## src/rtl/dbsfm_map.svh

```systemverilog
// Register offsets, field positions, reset values and timing figures
// of the dual buck supervisor. Included by the supervisor module file only.
`ifndef DBSFM_MAP_SVH
`define DBSFM_MAP_SVH

// ****************************************************************
// Register map
// ****************************************************************
`define DBSFM_CTRL_OFS 8'h00
`define DBSFM_STATUS_OFS 8'h04
`define DBSFM_CTRL_RST 2'h3
`define DBSFM_CTRL_ALLOW 0
`define DBSFM_STAT_STATE 0
`define DBSFM_STAT_PG 3
`define DBSFM_STAT_CH_EN 4
`define DBSFM_STAT_HS_INH 6
`define DBSFM_STAT_UV85 8
`define DBSFM_STAT_AB90 10
`define DBSFM_STAT_OC 12
`define DBSFM_STAT_HOT 14
`define DBSFM_STAT_SKIP 15
`define DBSFM_STAT_PIN 16
`define DBSFM_RESP_OKAY 2'h0
`define DBSFM_RESP_SLVERR 2'h2

// ****************************************************************
// Timing
// ****************************************************************
`define DBSFM_CLK_MHZ 100
`define DBSFM_UV_DEGLITCH_MS 11
`define DBSFM_OT_DEGLITCH_US 100
`define DBSFM_OC_LIMIT_MS 12
`define DBSFM_HICCUP_OFF_MS 20
`define DBSFM_RESET_PERIOD_MS 32
`define DBSFM_CH_RESTART_CYC 4'hf

`endif

```

## src/rtl/dbsfm_pkg.sv

```systemverilog
// Types shared by the dual buck supervisor design files.
// Assumes nothing of its surroundings.
package dbsfm_pkg;
    typedef enum logic [2:0] {
        ST_RUN = 3'h1,
        ST_HICCUP = 3'h2,
        ST_THERMAL = 3'h4
    } dbsfm_state_t;
endpackage

```

## src/rtl/dbsfm_flt_if.sv

```systemverilog
// Carrier between the supervisor and one deglitch filter.
// Assumes both ends run on the same clock.
`timescale 1ns/10ps
interface dbsfm_flt_if;
    logic raw;
    logic clean;
    modport filt (input raw, output clean);
    modport user (output raw, input clean);
endinterface // dbsfm_flt_if

```

## src/rtl/dbsfm_deglitch.sv

```systemverilog
// Two-edge deglitch filter for one synchronised comparator flag.
// Assumes raw is already in the clock domain.
`timescale 1ns/10ps
module dbsfm_deglitch #(
    parameter int CYC = 16
) (
    input logic clock_in, // Oscillator clock
    input logic reset_in, // Synchronous reset, active high
    dbsfm_flt_if.filt link // Raw flag in, filtered flag out
);
    localparam int CW = $clog2(CYC + 1);

    typedef struct packed {
        logic [CW-1:0] cnt;
        logic clean;
    } dbsfm_flt_t;

    dbsfm_flt_t q;
    dbsfm_flt_t n;

    always_comb begin
        n = q;
        if (link.raw != q.clean) begin
            if (q.cnt == CW'(CYC - 1)) begin
                n.clean = link.raw;
                n.cnt = '0;
            end else begin
                n.cnt = q.cnt + 1'h1;
            end
        end else begin
            n.cnt = '0;
        end
    end

    always_ff @(posedge clock_in) begin
        if (reset_in) begin
            q <= '0;
        end else begin
            q <= n;
        end
    end

    assign link.clean = q.clean;
endmodule // dbsfm_deglitch

```

## src/rtl/dbsfm_supervisor.sv

```systemverilog
// Supervisor and fault manager for a dual step-down converter, with an
// AXI4-Lite register slave. Assumes comparator flags and pins arrive
// asynchronously, and switch_tick_in is a one-cycle pulse on clock_in.
`timescale 1ns/10ps
`include "dbsfm_map.svh"
module dbsfm_supervisor #(
    parameter int UV_DEG_CYC = `DBSFM_UV_DEGLITCH_MS * 1000 * `DBSFM_CLK_MHZ,
    parameter int OT_DEG_CYC = `DBSFM_OT_DEGLITCH_US * `DBSFM_CLK_MHZ,
    parameter int OC_CYC = `DBSFM_OC_LIMIT_MS * 1000 * `DBSFM_CLK_MHZ,
    parameter int HIC_CYC = `DBSFM_HICCUP_OFF_MS * 1000 * `DBSFM_CLK_MHZ,
    parameter int RP_CYC = `DBSFM_RESET_PERIOD_MS * 1000 * `DBSFM_CLK_MHZ
) (
    input logic clock_in, // 100 MHz oscillator clock
    input logic reset_in, // Synchronous reset, active high
    input logic [1:0] under_85_in, // Output below 85 percent
    input logic [1:0] above_90_in, // Output above 90 percent
    input logic [1:0] overcurrent_in, // Current limit reached
    input logic [1:0] feedback_sense_over_in, // Feedback above 109 pct
    input logic [1:0] feedback_sense_clear_in, // Feedback below 107 pct
    input logic temp_trip_in, // Die above 160 degrees
    input logic temp_cool_in, // Die below 140 degrees
    input logic light_load_select_alt_in, // Low-power select pin
    input logic switch_tick_in, // Switching cycle start pulse
    input logic power_ok_in, // Power-good pin level
    output logic power_ok_out, // Power-good drive level
    output logic power_ok_oe_out, // Power-good pull-down enable
    output logic [1:0] channel_enable_out, // Converter run
    output logic [1:0] overshoot_guard_out, // High-side inhibit
    output logic pulse_skip_out, // Pulse-skipping mode
    input logic [7:0] s_axi_awaddr_in, // Write address
    input logic s_axi_awvalid_in, // Write address valid
    output logic s_axi_awready_out, // Write address ready
    input logic [31:0] s_axi_wdata_in, // Write data
    input logic [3:0] s_axi_wstrb_in, // Write strobes
    input logic s_axi_wvalid_in, // Write data valid
    output logic s_axi_wready_out, // Write data ready
    output logic [1:0] s_axi_bresp_out, // Write response
    output logic s_axi_bvalid_out, // Write response valid
    input logic s_axi_bready_in, // Write response ready
    input logic [7:0] s_axi_araddr_in, // Read address
    input logic s_axi_arvalid_in, // Read address valid
    output logic s_axi_arready_out, // Read address ready
    output logic [31:0] s_axi_rdata_out, // Read data
    output logic [1:0] s_axi_rresp_out, // Read response
    output logic s_axi_rvalid_out, // Read data valid
    input logic s_axi_rready_in // Read data ready
);
    localparam int OCW = $clog2(OC_CYC + 1);
    localparam int HCW = $clog2(HIC_CYC + 1);
    localparam int RPW = $clog2(RP_CYC + 1);

    typedef struct packed {
        dbsfm_pkg::dbsfm_state_t st;
        logic [13:0] s1;
        logic [13:0] s2;
        logic [1:0] allow;
        logic [1:0][OCW-1:0] oc_cnt;
        logic [1:0][3:0] loc_cnt;
        logic [HCW-1:0] hic_cnt;
        logic [RPW-1:0] rp_cnt;
        logic pg;
        logic pg_oe;
        logic [1:0] ch_en;
        logic [1:0] hs_inh;
        logic skip;
        logic aw_hold;
        logic w_hold;
        logic [7:0] awaddr;
        logic [31:0] wdata;
        logic [3:0] wstrb;
        logic awready;
        logic wready;
        logic bvalid;
        logic [1:0] bresp;
        logic arready;
        logic rvalid;
        logic [31:0] rdata;
        logic [1:0] rresp;
        logic [RPW-1:0] chk_q;
        logic [HCW-1:0] chk_h;
    } dbsfm_sup_t;

    localparam dbsfm_sup_t SUP_RST = '{
        st: dbsfm_pkg::ST_RUN,
        allow: `DBSFM_CTRL_RST,
        pg_oe: 1'h1,
        default: '0
    };

    dbsfm_sup_t q;
    dbsfm_sup_t n;
    logic [4:0] flt_clean;
    logic [1:0] uv85;
    logic [1:0] ab90;
    logic hot;
    logic [31:0] status;

    // ****************************************************************
    // Deglitch filters: two output-voltage flags (under 85, above 90) per channel, one thermal
    // ****************************************************************
    dbsfm_flt_if flt[5] ();

    for (genvar k = 0; k < 5; k++) begin : g_flt
        assign flt[k].raw = (k == 4) ? q.s2[10] : q.s2[k];
        assign flt_clean[k] = flt[k].clean;
        dbsfm_deglitch #(
            .CYC((k == 4) ? OT_DEG_CYC : UV_DEG_CYC)
        ) u_flt (
            .clock_in(clock_in),
            .reset_in(reset_in),
            .link(flt[k])
        );
    end

    assign uv85 = flt_clean[1:0];
    assign ab90 = flt_clean[3:2];
    assign hot = flt_clean[4];

    always_comb begin
        status = '0;
        status[`DBSFM_STAT_STATE +: 3] = q.st;
        status[`DBSFM_STAT_PG] = q.pg;
        status[`DBSFM_STAT_CH_EN +: 2] = q.ch_en;
        status[`DBSFM_STAT_HS_INH +: 2] = q.hs_inh;
        status[`DBSFM_STAT_UV85 +: 2] = uv85;
        status[`DBSFM_STAT_AB90 +: 2] = ab90;
        status[`DBSFM_STAT_OC +: 2] = q.s2[5:4];
        status[`DBSFM_STAT_HOT] = hot;
        status[`DBSFM_STAT_SKIP] = q.skip;
        status[`DBSFM_STAT_PIN] = q.s2[13];
    end

    always_comb begin
        n = q;
        n.s1 = {power_ok_in, light_load_select_alt_in, temp_cool_in,
                temp_trip_in, feedback_sense_clear_in,
                feedback_sense_over_in, overcurrent_in, above_90_in,
                under_85_in};
        n.s2 = q.s1;
        n.skip = q.s2[12];
        for (int i = 0; i < 2; i++) begin
            if (q.s2[6 + i]) begin
                n.hs_inh[i] = 1'h1;
            end else if (q.s2[8 + i] && switch_tick_in) begin
                n.hs_inh[i] = 1'h0;
            end
        end

        // ************************************************************
        // Fault sequencing
        // ************************************************************
        case (q.st)
            dbsfm_pkg::ST_RUN: begin
                for (int i = 0; i < 2; i++) begin
                    if (q.loc_cnt[i] != 4'h0) begin
                        n.loc_cnt[i] = q.loc_cnt[i] - 1'h1;
                    end
                    if (q.s2[4 + i]) begin
                        if (q.oc_cnt[i] != OCW'(OC_CYC)) begin
                            n.oc_cnt[i] = q.oc_cnt[i] + 1'h1;
                        end
                    end else if (q.oc_cnt[i] != '0) begin
                        n.oc_cnt[i] = '0;
                        n.loc_cnt[i] = `DBSFM_CH_RESTART_CYC;
                    end
                end
                if (hot) begin
                    n.st = dbsfm_pkg::ST_THERMAL;
                    n.oc_cnt = '0;
                    n.loc_cnt = '0;
                end else if (q.oc_cnt[0] == OCW'(OC_CYC) ||
                             q.oc_cnt[1] == OCW'(OC_CYC)) begin
                    n.st = dbsfm_pkg::ST_HICCUP;
                    n.hic_cnt = '0;
                    n.oc_cnt = '0;
                    n.loc_cnt = '0;
                end
            end
            dbsfm_pkg::ST_HICCUP: begin
                n.hic_cnt = q.hic_cnt + 1'h1;
                if (hot) begin
                    n.st = dbsfm_pkg::ST_THERMAL;
                end else if (q.hic_cnt == HCW'(HIC_CYC - 1)) begin
                    n.st = dbsfm_pkg::ST_RUN;
                end
            end
            dbsfm_pkg::ST_THERMAL: begin
                if (!hot && q.s2[11]) begin
                    n.st = dbsfm_pkg::ST_RUN;
                end
            end
            default: begin
                n.st = dbsfm_pkg::ST_RUN;
            end
        endcase

        for (int i = 0; i < 2; i++) begin
            n.ch_en[i] = (n.st == dbsfm_pkg::ST_RUN) && q.allow[i] &&
                         (n.loc_cnt[i] == 4'h0);
        end

        // ************************************************************
        // Power-good with reset period
        // ************************************************************
        // forced low
        if (n.st != dbsfm_pkg::ST_RUN || uv85 != 2'h0) begin
            n.pg = 1'h0;
            n.rp_cnt = '0;
        end else if (!q.pg) begin
            if (ab90 == 2'h3) begin
                if (q.rp_cnt == RPW'(RP_CYC - 1)) begin
                    n.pg = 1'h1;
                end else begin
                    n.rp_cnt = q.rp_cnt + 1'h1;
                end
            end else begin
                n.rp_cnt = '0;
            end
        end
        n.pg_oe = !n.pg;

        if (n.st == dbsfm_pkg::ST_RUN && ab90 == 2'h3 && uv85 == 2'h0) begin
            if (q.chk_q != RPW'(RP_CYC)) begin
                n.chk_q = q.chk_q + 1'h1;
            end
        end else begin
            n.chk_q = '0;
        end
        if (n.st != dbsfm_pkg::ST_HICCUP) begin
            n.chk_h = '0;
        end else if (q.st == dbsfm_pkg::ST_HICCUP) begin
            n.chk_h = q.chk_h + 1'h1;
        end else begin
            n.chk_h = HCW'(1);
        end

        // ************************************************************
        // AXI4-Lite slave
        // ************************************************************
        if (q.bvalid && s_axi_bready_in) begin
            n.bvalid = 1'h0;
        end
        if (s_axi_awvalid_in && q.awready) begin
            n.aw_hold = 1'h1;
            n.awaddr = s_axi_awaddr_in;
        end
        if (s_axi_wvalid_in && q.wready) begin
            n.w_hold = 1'h1;
            n.wdata = s_axi_wdata_in;
            n.wstrb = s_axi_wstrb_in;
        end
        if (q.aw_hold && q.w_hold && !q.bvalid) begin
            n.aw_hold = 1'h0;
            n.w_hold = 1'h0;
            n.bvalid = 1'h1;
            n.bresp = `DBSFM_RESP_SLVERR;
            if (q.awaddr[7:2] == `DBSFM_CTRL_OFS >> 2) begin
                n.bresp = `DBSFM_RESP_OKAY;
                if (q.wstrb[0]) begin
                    n.allow = q.wdata[`DBSFM_CTRL_ALLOW +: 2];
                end
            end
        end
        n.awready = !n.aw_hold && !n.bvalid;
        n.wready = !n.w_hold && !n.bvalid;

        if (q.rvalid && s_axi_rready_in) begin
            n.rvalid = 1'h0;
        end
        if (s_axi_arvalid_in && q.arready) begin
            n.rvalid = 1'h1;
            n.rresp = `DBSFM_RESP_OKAY;
            n.rdata = '0;
            if (s_axi_araddr_in[7:2] == `DBSFM_CTRL_OFS >> 2) begin
                n.rdata[`DBSFM_CTRL_ALLOW +: 2] = q.allow;
            end else if (s_axi_araddr_in[7:2] == `DBSFM_STATUS_OFS >> 2) begin
                n.rdata = status;
            end else begin
                n.rresp = `DBSFM_RESP_SLVERR;
            end
        end
        n.arready = !n.rvalid;
    end

    always_ff @(posedge clock_in) begin
        if (reset_in) begin
            q <= SUP_RST;
        end else begin
            q <= n;
        end
    end

    assign power_ok_out = q.pg;
    assign power_ok_oe_out = q.pg_oe;
    assign channel_enable_out = q.ch_en;
    assign overshoot_guard_out = q.hs_inh;
    assign pulse_skip_out = q.skip;
    assign s_axi_awready_out = q.awready;
    assign s_axi_wready_out = q.wready;
    assign s_axi_bresp_out = q.bresp;
    assign s_axi_bvalid_out = q.bvalid;
    assign s_axi_arready_out = q.arready;
    assign s_axi_rdata_out = q.rdata;
    assign s_axi_rresp_out = q.rresp;
    assign s_axi_rvalid_out = q.rvalid;
endmodule // dbsfm_supervisor

```

## config.mk

```make
export PLATFORM = sky130hd
export DESIGN_NAME = dbsfm_supervisor
export DESIGN_NICKNAME = d
export VERILOG_FILES = /design/src/rtl/dbsfm_pkg.sv /design/src/rtl/dbsfm_flt_if.sv /design/src/rtl/dbsfm_deglitch.sv /design/src/rtl/dbsfm_supervisor.sv
export VERILOG_INCLUDE_DIRS = /design/src /design/src/rtl
export SDC_FILE = /design/constraint.sdc
export NUM_CORES = 1
export LEC_CHECK = 0
export BUFFER_PORTS_ARGS = -buffer_cell sky130_fd_sc_hd__buf_2
export CAP_MARGIN = 30
export CORE_UTILIZATION = 60
export DETAILED_ROUTE_END_ITERATION = 16
export GPL_TIMING_DRIVEN = 1
export HOLD_SLACK_MARGIN = 0.12
export PLACE_DENSITY = 0.92
export RECOVER_POWER = 25
export SYNTH_ARGS = -nofsm -noshare
export SYNTH_HDL_FRONTEND = slang
export SYNTH_SLANG_ARGS = --single-unit
```

## constraint.sdc

```tcl
create_clock -name clock_in -period 6.8 [get_ports clock_in]
set_input_delay 1.7 -clock clock_in [delete_from_list [all_inputs] [get_ports clock_in]]
set_output_delay 1.7 -clock clock_in [all_outputs]
set_load 0.01 [all_outputs]
```

==> run metrics <==
r2r setup slk 3860 ps; root buf cell clkbuf_16; HP Class flip-flop to flip-flop; Syn Inst Count between 1000 and 1500; clk sinks approximately 270; pwr dens 276 nW/um2; H-tree depth 1; Slew headroom -9.25%; Final Hold Vio Count 0; Reg-to-Reg Start q[209]; crit path DAT 4970 ps; Post CTS Setup Buffer Count 0; Die Area 20100 um2; Die Y between 100 and 150 um; DR pass1 iterations 5; Worst Clk Skew around 15 ps; crit start category primary input; cell taking the most area after synthesis dfxtp_1; Finished Layout Cells approximately 1700; count of cell types in the netlist 69; leakage power around 4.6 nW; Cell Count Post-Placement 1605; sequential area share after synthesis 46.3%; detailed-route DRC error count 0; Crit Path Category primary input to flip-flop; dpl hpwl between 15000 and 20000 um; worst path cell trace clkbuf_1, clkinv_1, o211ai_1, or2_1, nor2_1; Num CTS Buffers 27; Worst-Margin Slew 1640 ps; Layout Cell Area excl Fill 12800 um2; setup_tns 0 ps; TritonCTS clock tree yes; Worst VDD drop 157 uV; number of synthesized flops with an enable pin 0; Worst Setup SP reset_in; Worst Reg2Reg Path Length in Cells 9; Int Pwr 2.67 mW; top_reg_cell synth dfxtp_1; unrepaired setup endpoints after global routing no; initial antenna violation count 0; CP Max Fanout 38; Worst Path Required 7170 ps; clock slew at reported path FFs about 60 ps; Worst-Skew Late Latency 530 ps; Ys Warns 0; Max clock buf depth 3; input/output buffers between 60 and 70; outcome finished, violations left; failing checks capacitance limit, slew limit; Comb power frac 11.6%; first-pass GRT wire length between 40000 and 50000 um; top cell type's share of synthesized area a little under half; GRT Residual Overflow 0; slowest stage delay, CP 1150 ps; Layout area overhead 9.46%; clock share of power between 40 and 50%; Setup Viol. Count Final 0; Net Sw Frac 24.5%; Avg Inst Size Synth 8.71 um2; DR vias 9312; combined area of all synthesized cells around 12000 um2; IO Count 122; Antenna Cells 0; GRT Util Overall 24.9%; Initial DRC Count between 600 and 700; starting density of the core 62.0%; drt wl/cell 15.0 um; fraction of layout cells with a size suffix above 1 a little under a tenth; final net count 1461; die width roughly 140 um; Synth area leaders dfxtp_1 46%, nor2_1 8.2%, xor2_1 7.3%; Seq pwr share 47.5%; Max-Cap Viols 1; vias in the first global route about 9000; crit path max-delay cell type clkbuf_1; maximum clock rate 217 MHz; Final Critical Period about 4600 ps; Setup crit end q[154]; net switching power figure approximately 0.87 mW; Worst Setup End Kind flip-flop; Via density 5.63; Core ar. 18900 um2; reg2reg end q[154]; largest net degree at the start of global routing 55; final WL 24800 um; max-slew violations 39; ys async rst share 0%; cts hold-fix bufs 0; row cnt 50; Yosys reg bits around 270; WHS 424 ps; # resized after CTS 0; gpl congestion around 0.86; Placed Area 12000 um2; Detail Route Antenna Nets 0; fin crit share 67.6%
-- cell usage after synthesis, drive strengths merged (15+ instances only) --
| cell | n |
|---|---|
| dfxtp | 271 |
| nor2 | 260 |
| nand2 | 104 |
| xor2 | 98 |
| nand3 | 71 |
| xnor2 | 62 |
| buf | 55 |
| a21oi | 42 |
| nand4 | 42 |
| nor2b | 33 |
| nor3 | 33 |
| and3 | 32 |
| clkbuf | 31 |
| inv | 27 |
| a22oi | 19 |
| o21ai | 17 |
| or3 | 15 |
-- power by group through the flow --
| stage | sequential [mW] | combinational [mW] | clock (mW) |
|---|---|---|---|
| 2_1_floorplan | 1.70 | 0.332 | 0 |
| 3_3_place_gp | 1.71 | 0.383 | 0 |
| 3_5_place_dp | 1.71 | 0.401 | 0 |
| 4_1_cts | 1.68 | 0.408 | 1.47 |
| 5_1_grt | 1.68 | 0.456 | 1.55 |
| 6_report | 1.68 | 0.411 | 1.45 |
-- state kept, by name, indices dropped and copies added (netlist names), 2 cells and up --
signal                  flops
q                         117
g_flt.u_flt.q              98
s_axi_rdata_out            17
n                          15
flt.raw                     5
g_flt.u_flt.link.clean      5
channel_enable_out          2
overshoot_guard_out         2
-- final cells by class --
class | instances | area (um2)
clock buffers | 40 | 774
clock inverters | 8 | 93.8
fillers | 1407 | 6070
multi-input cells | 976 | 5740
repair buffers | 70 | 357
well taps | 260 | 325
inverters | 28 | 105
flip-flops and latches | 271 | 5430
-- layer usage --
| layer | vias up | routed length, um | track usage (%) |
|---|---|---|---|
| li1 | 4558 | - | - |
| met2 | 271 | 12300 | 43.9 |
| met5 | - | 0 | 0 |
| met1 | 4424 | 10500 | 30.3 |
| met4 | 0 | 712 | 10.2 |
| met3 | 59 | 1250 | 3.78 |
-- critical path, delay by kind of cell --
kind,cells,cell delay [ps]
buffers and inverters,2,2110
and+or+nand+nor,2,760
AOI/OAI and AO/OA,1,380
-- layout by cell type (no fill, tap or decap), drive strengths merged, types with 33 or more instances in the layout --
master  synthesis  routed
a21oi          42      42
buf            55      69
clkbuf         31      41
dfxtp         271     271
nand2         104     104
nand3          71      71
nand4          42      42
nor2          260     260
nor2b          33      33
nor3           33      33
xnor2          62      62
xor2           98      98
-- how the worst min path moves through the flow --
stage | startpoint | endpoint | slack, ps | cells past startpoint
detailed placement | n[236] | q[236] | 430 | 1
floorplan | q[238] | overshoot_guard_out[0] | 410 | 2
global placement | n[244] | n[130] | 420 | 1
CTS | n[236] | q[236] | 430 | 1
finish | n[236] | q[236] | 420 | 1
global route | n[236] | q[236] | 450 | 1
-- metrics by stage --
step / power (mW) / setup WS, ps / utilization, %
2_1_floorplan: 2.03 / 3970 / -
3_3_place_gp: 2.09 / 3010 / 63.3
3_5_place_dp: 2.11 / 2930 / 63.3
4_1_cts: 3.56 / 3410 / 67.9
5_1_grt: 3.69 / 1920 / 67.9
6_report: 3.54 / 2200 / 67.9
-- kinds of logic after synthesis --
group	synth area share [%]
AND/OR/NAND/NOR	27.9
flip-flops	46.3
XOR/XNOR	12.0
buffers and inverters	5.18
AO/OA/AOI/OAI	6.31
adder cells (fa/ha/maj)	1.39
multiplexers	0.876
other	0.0320
Power figures use the tool's default switching activity.
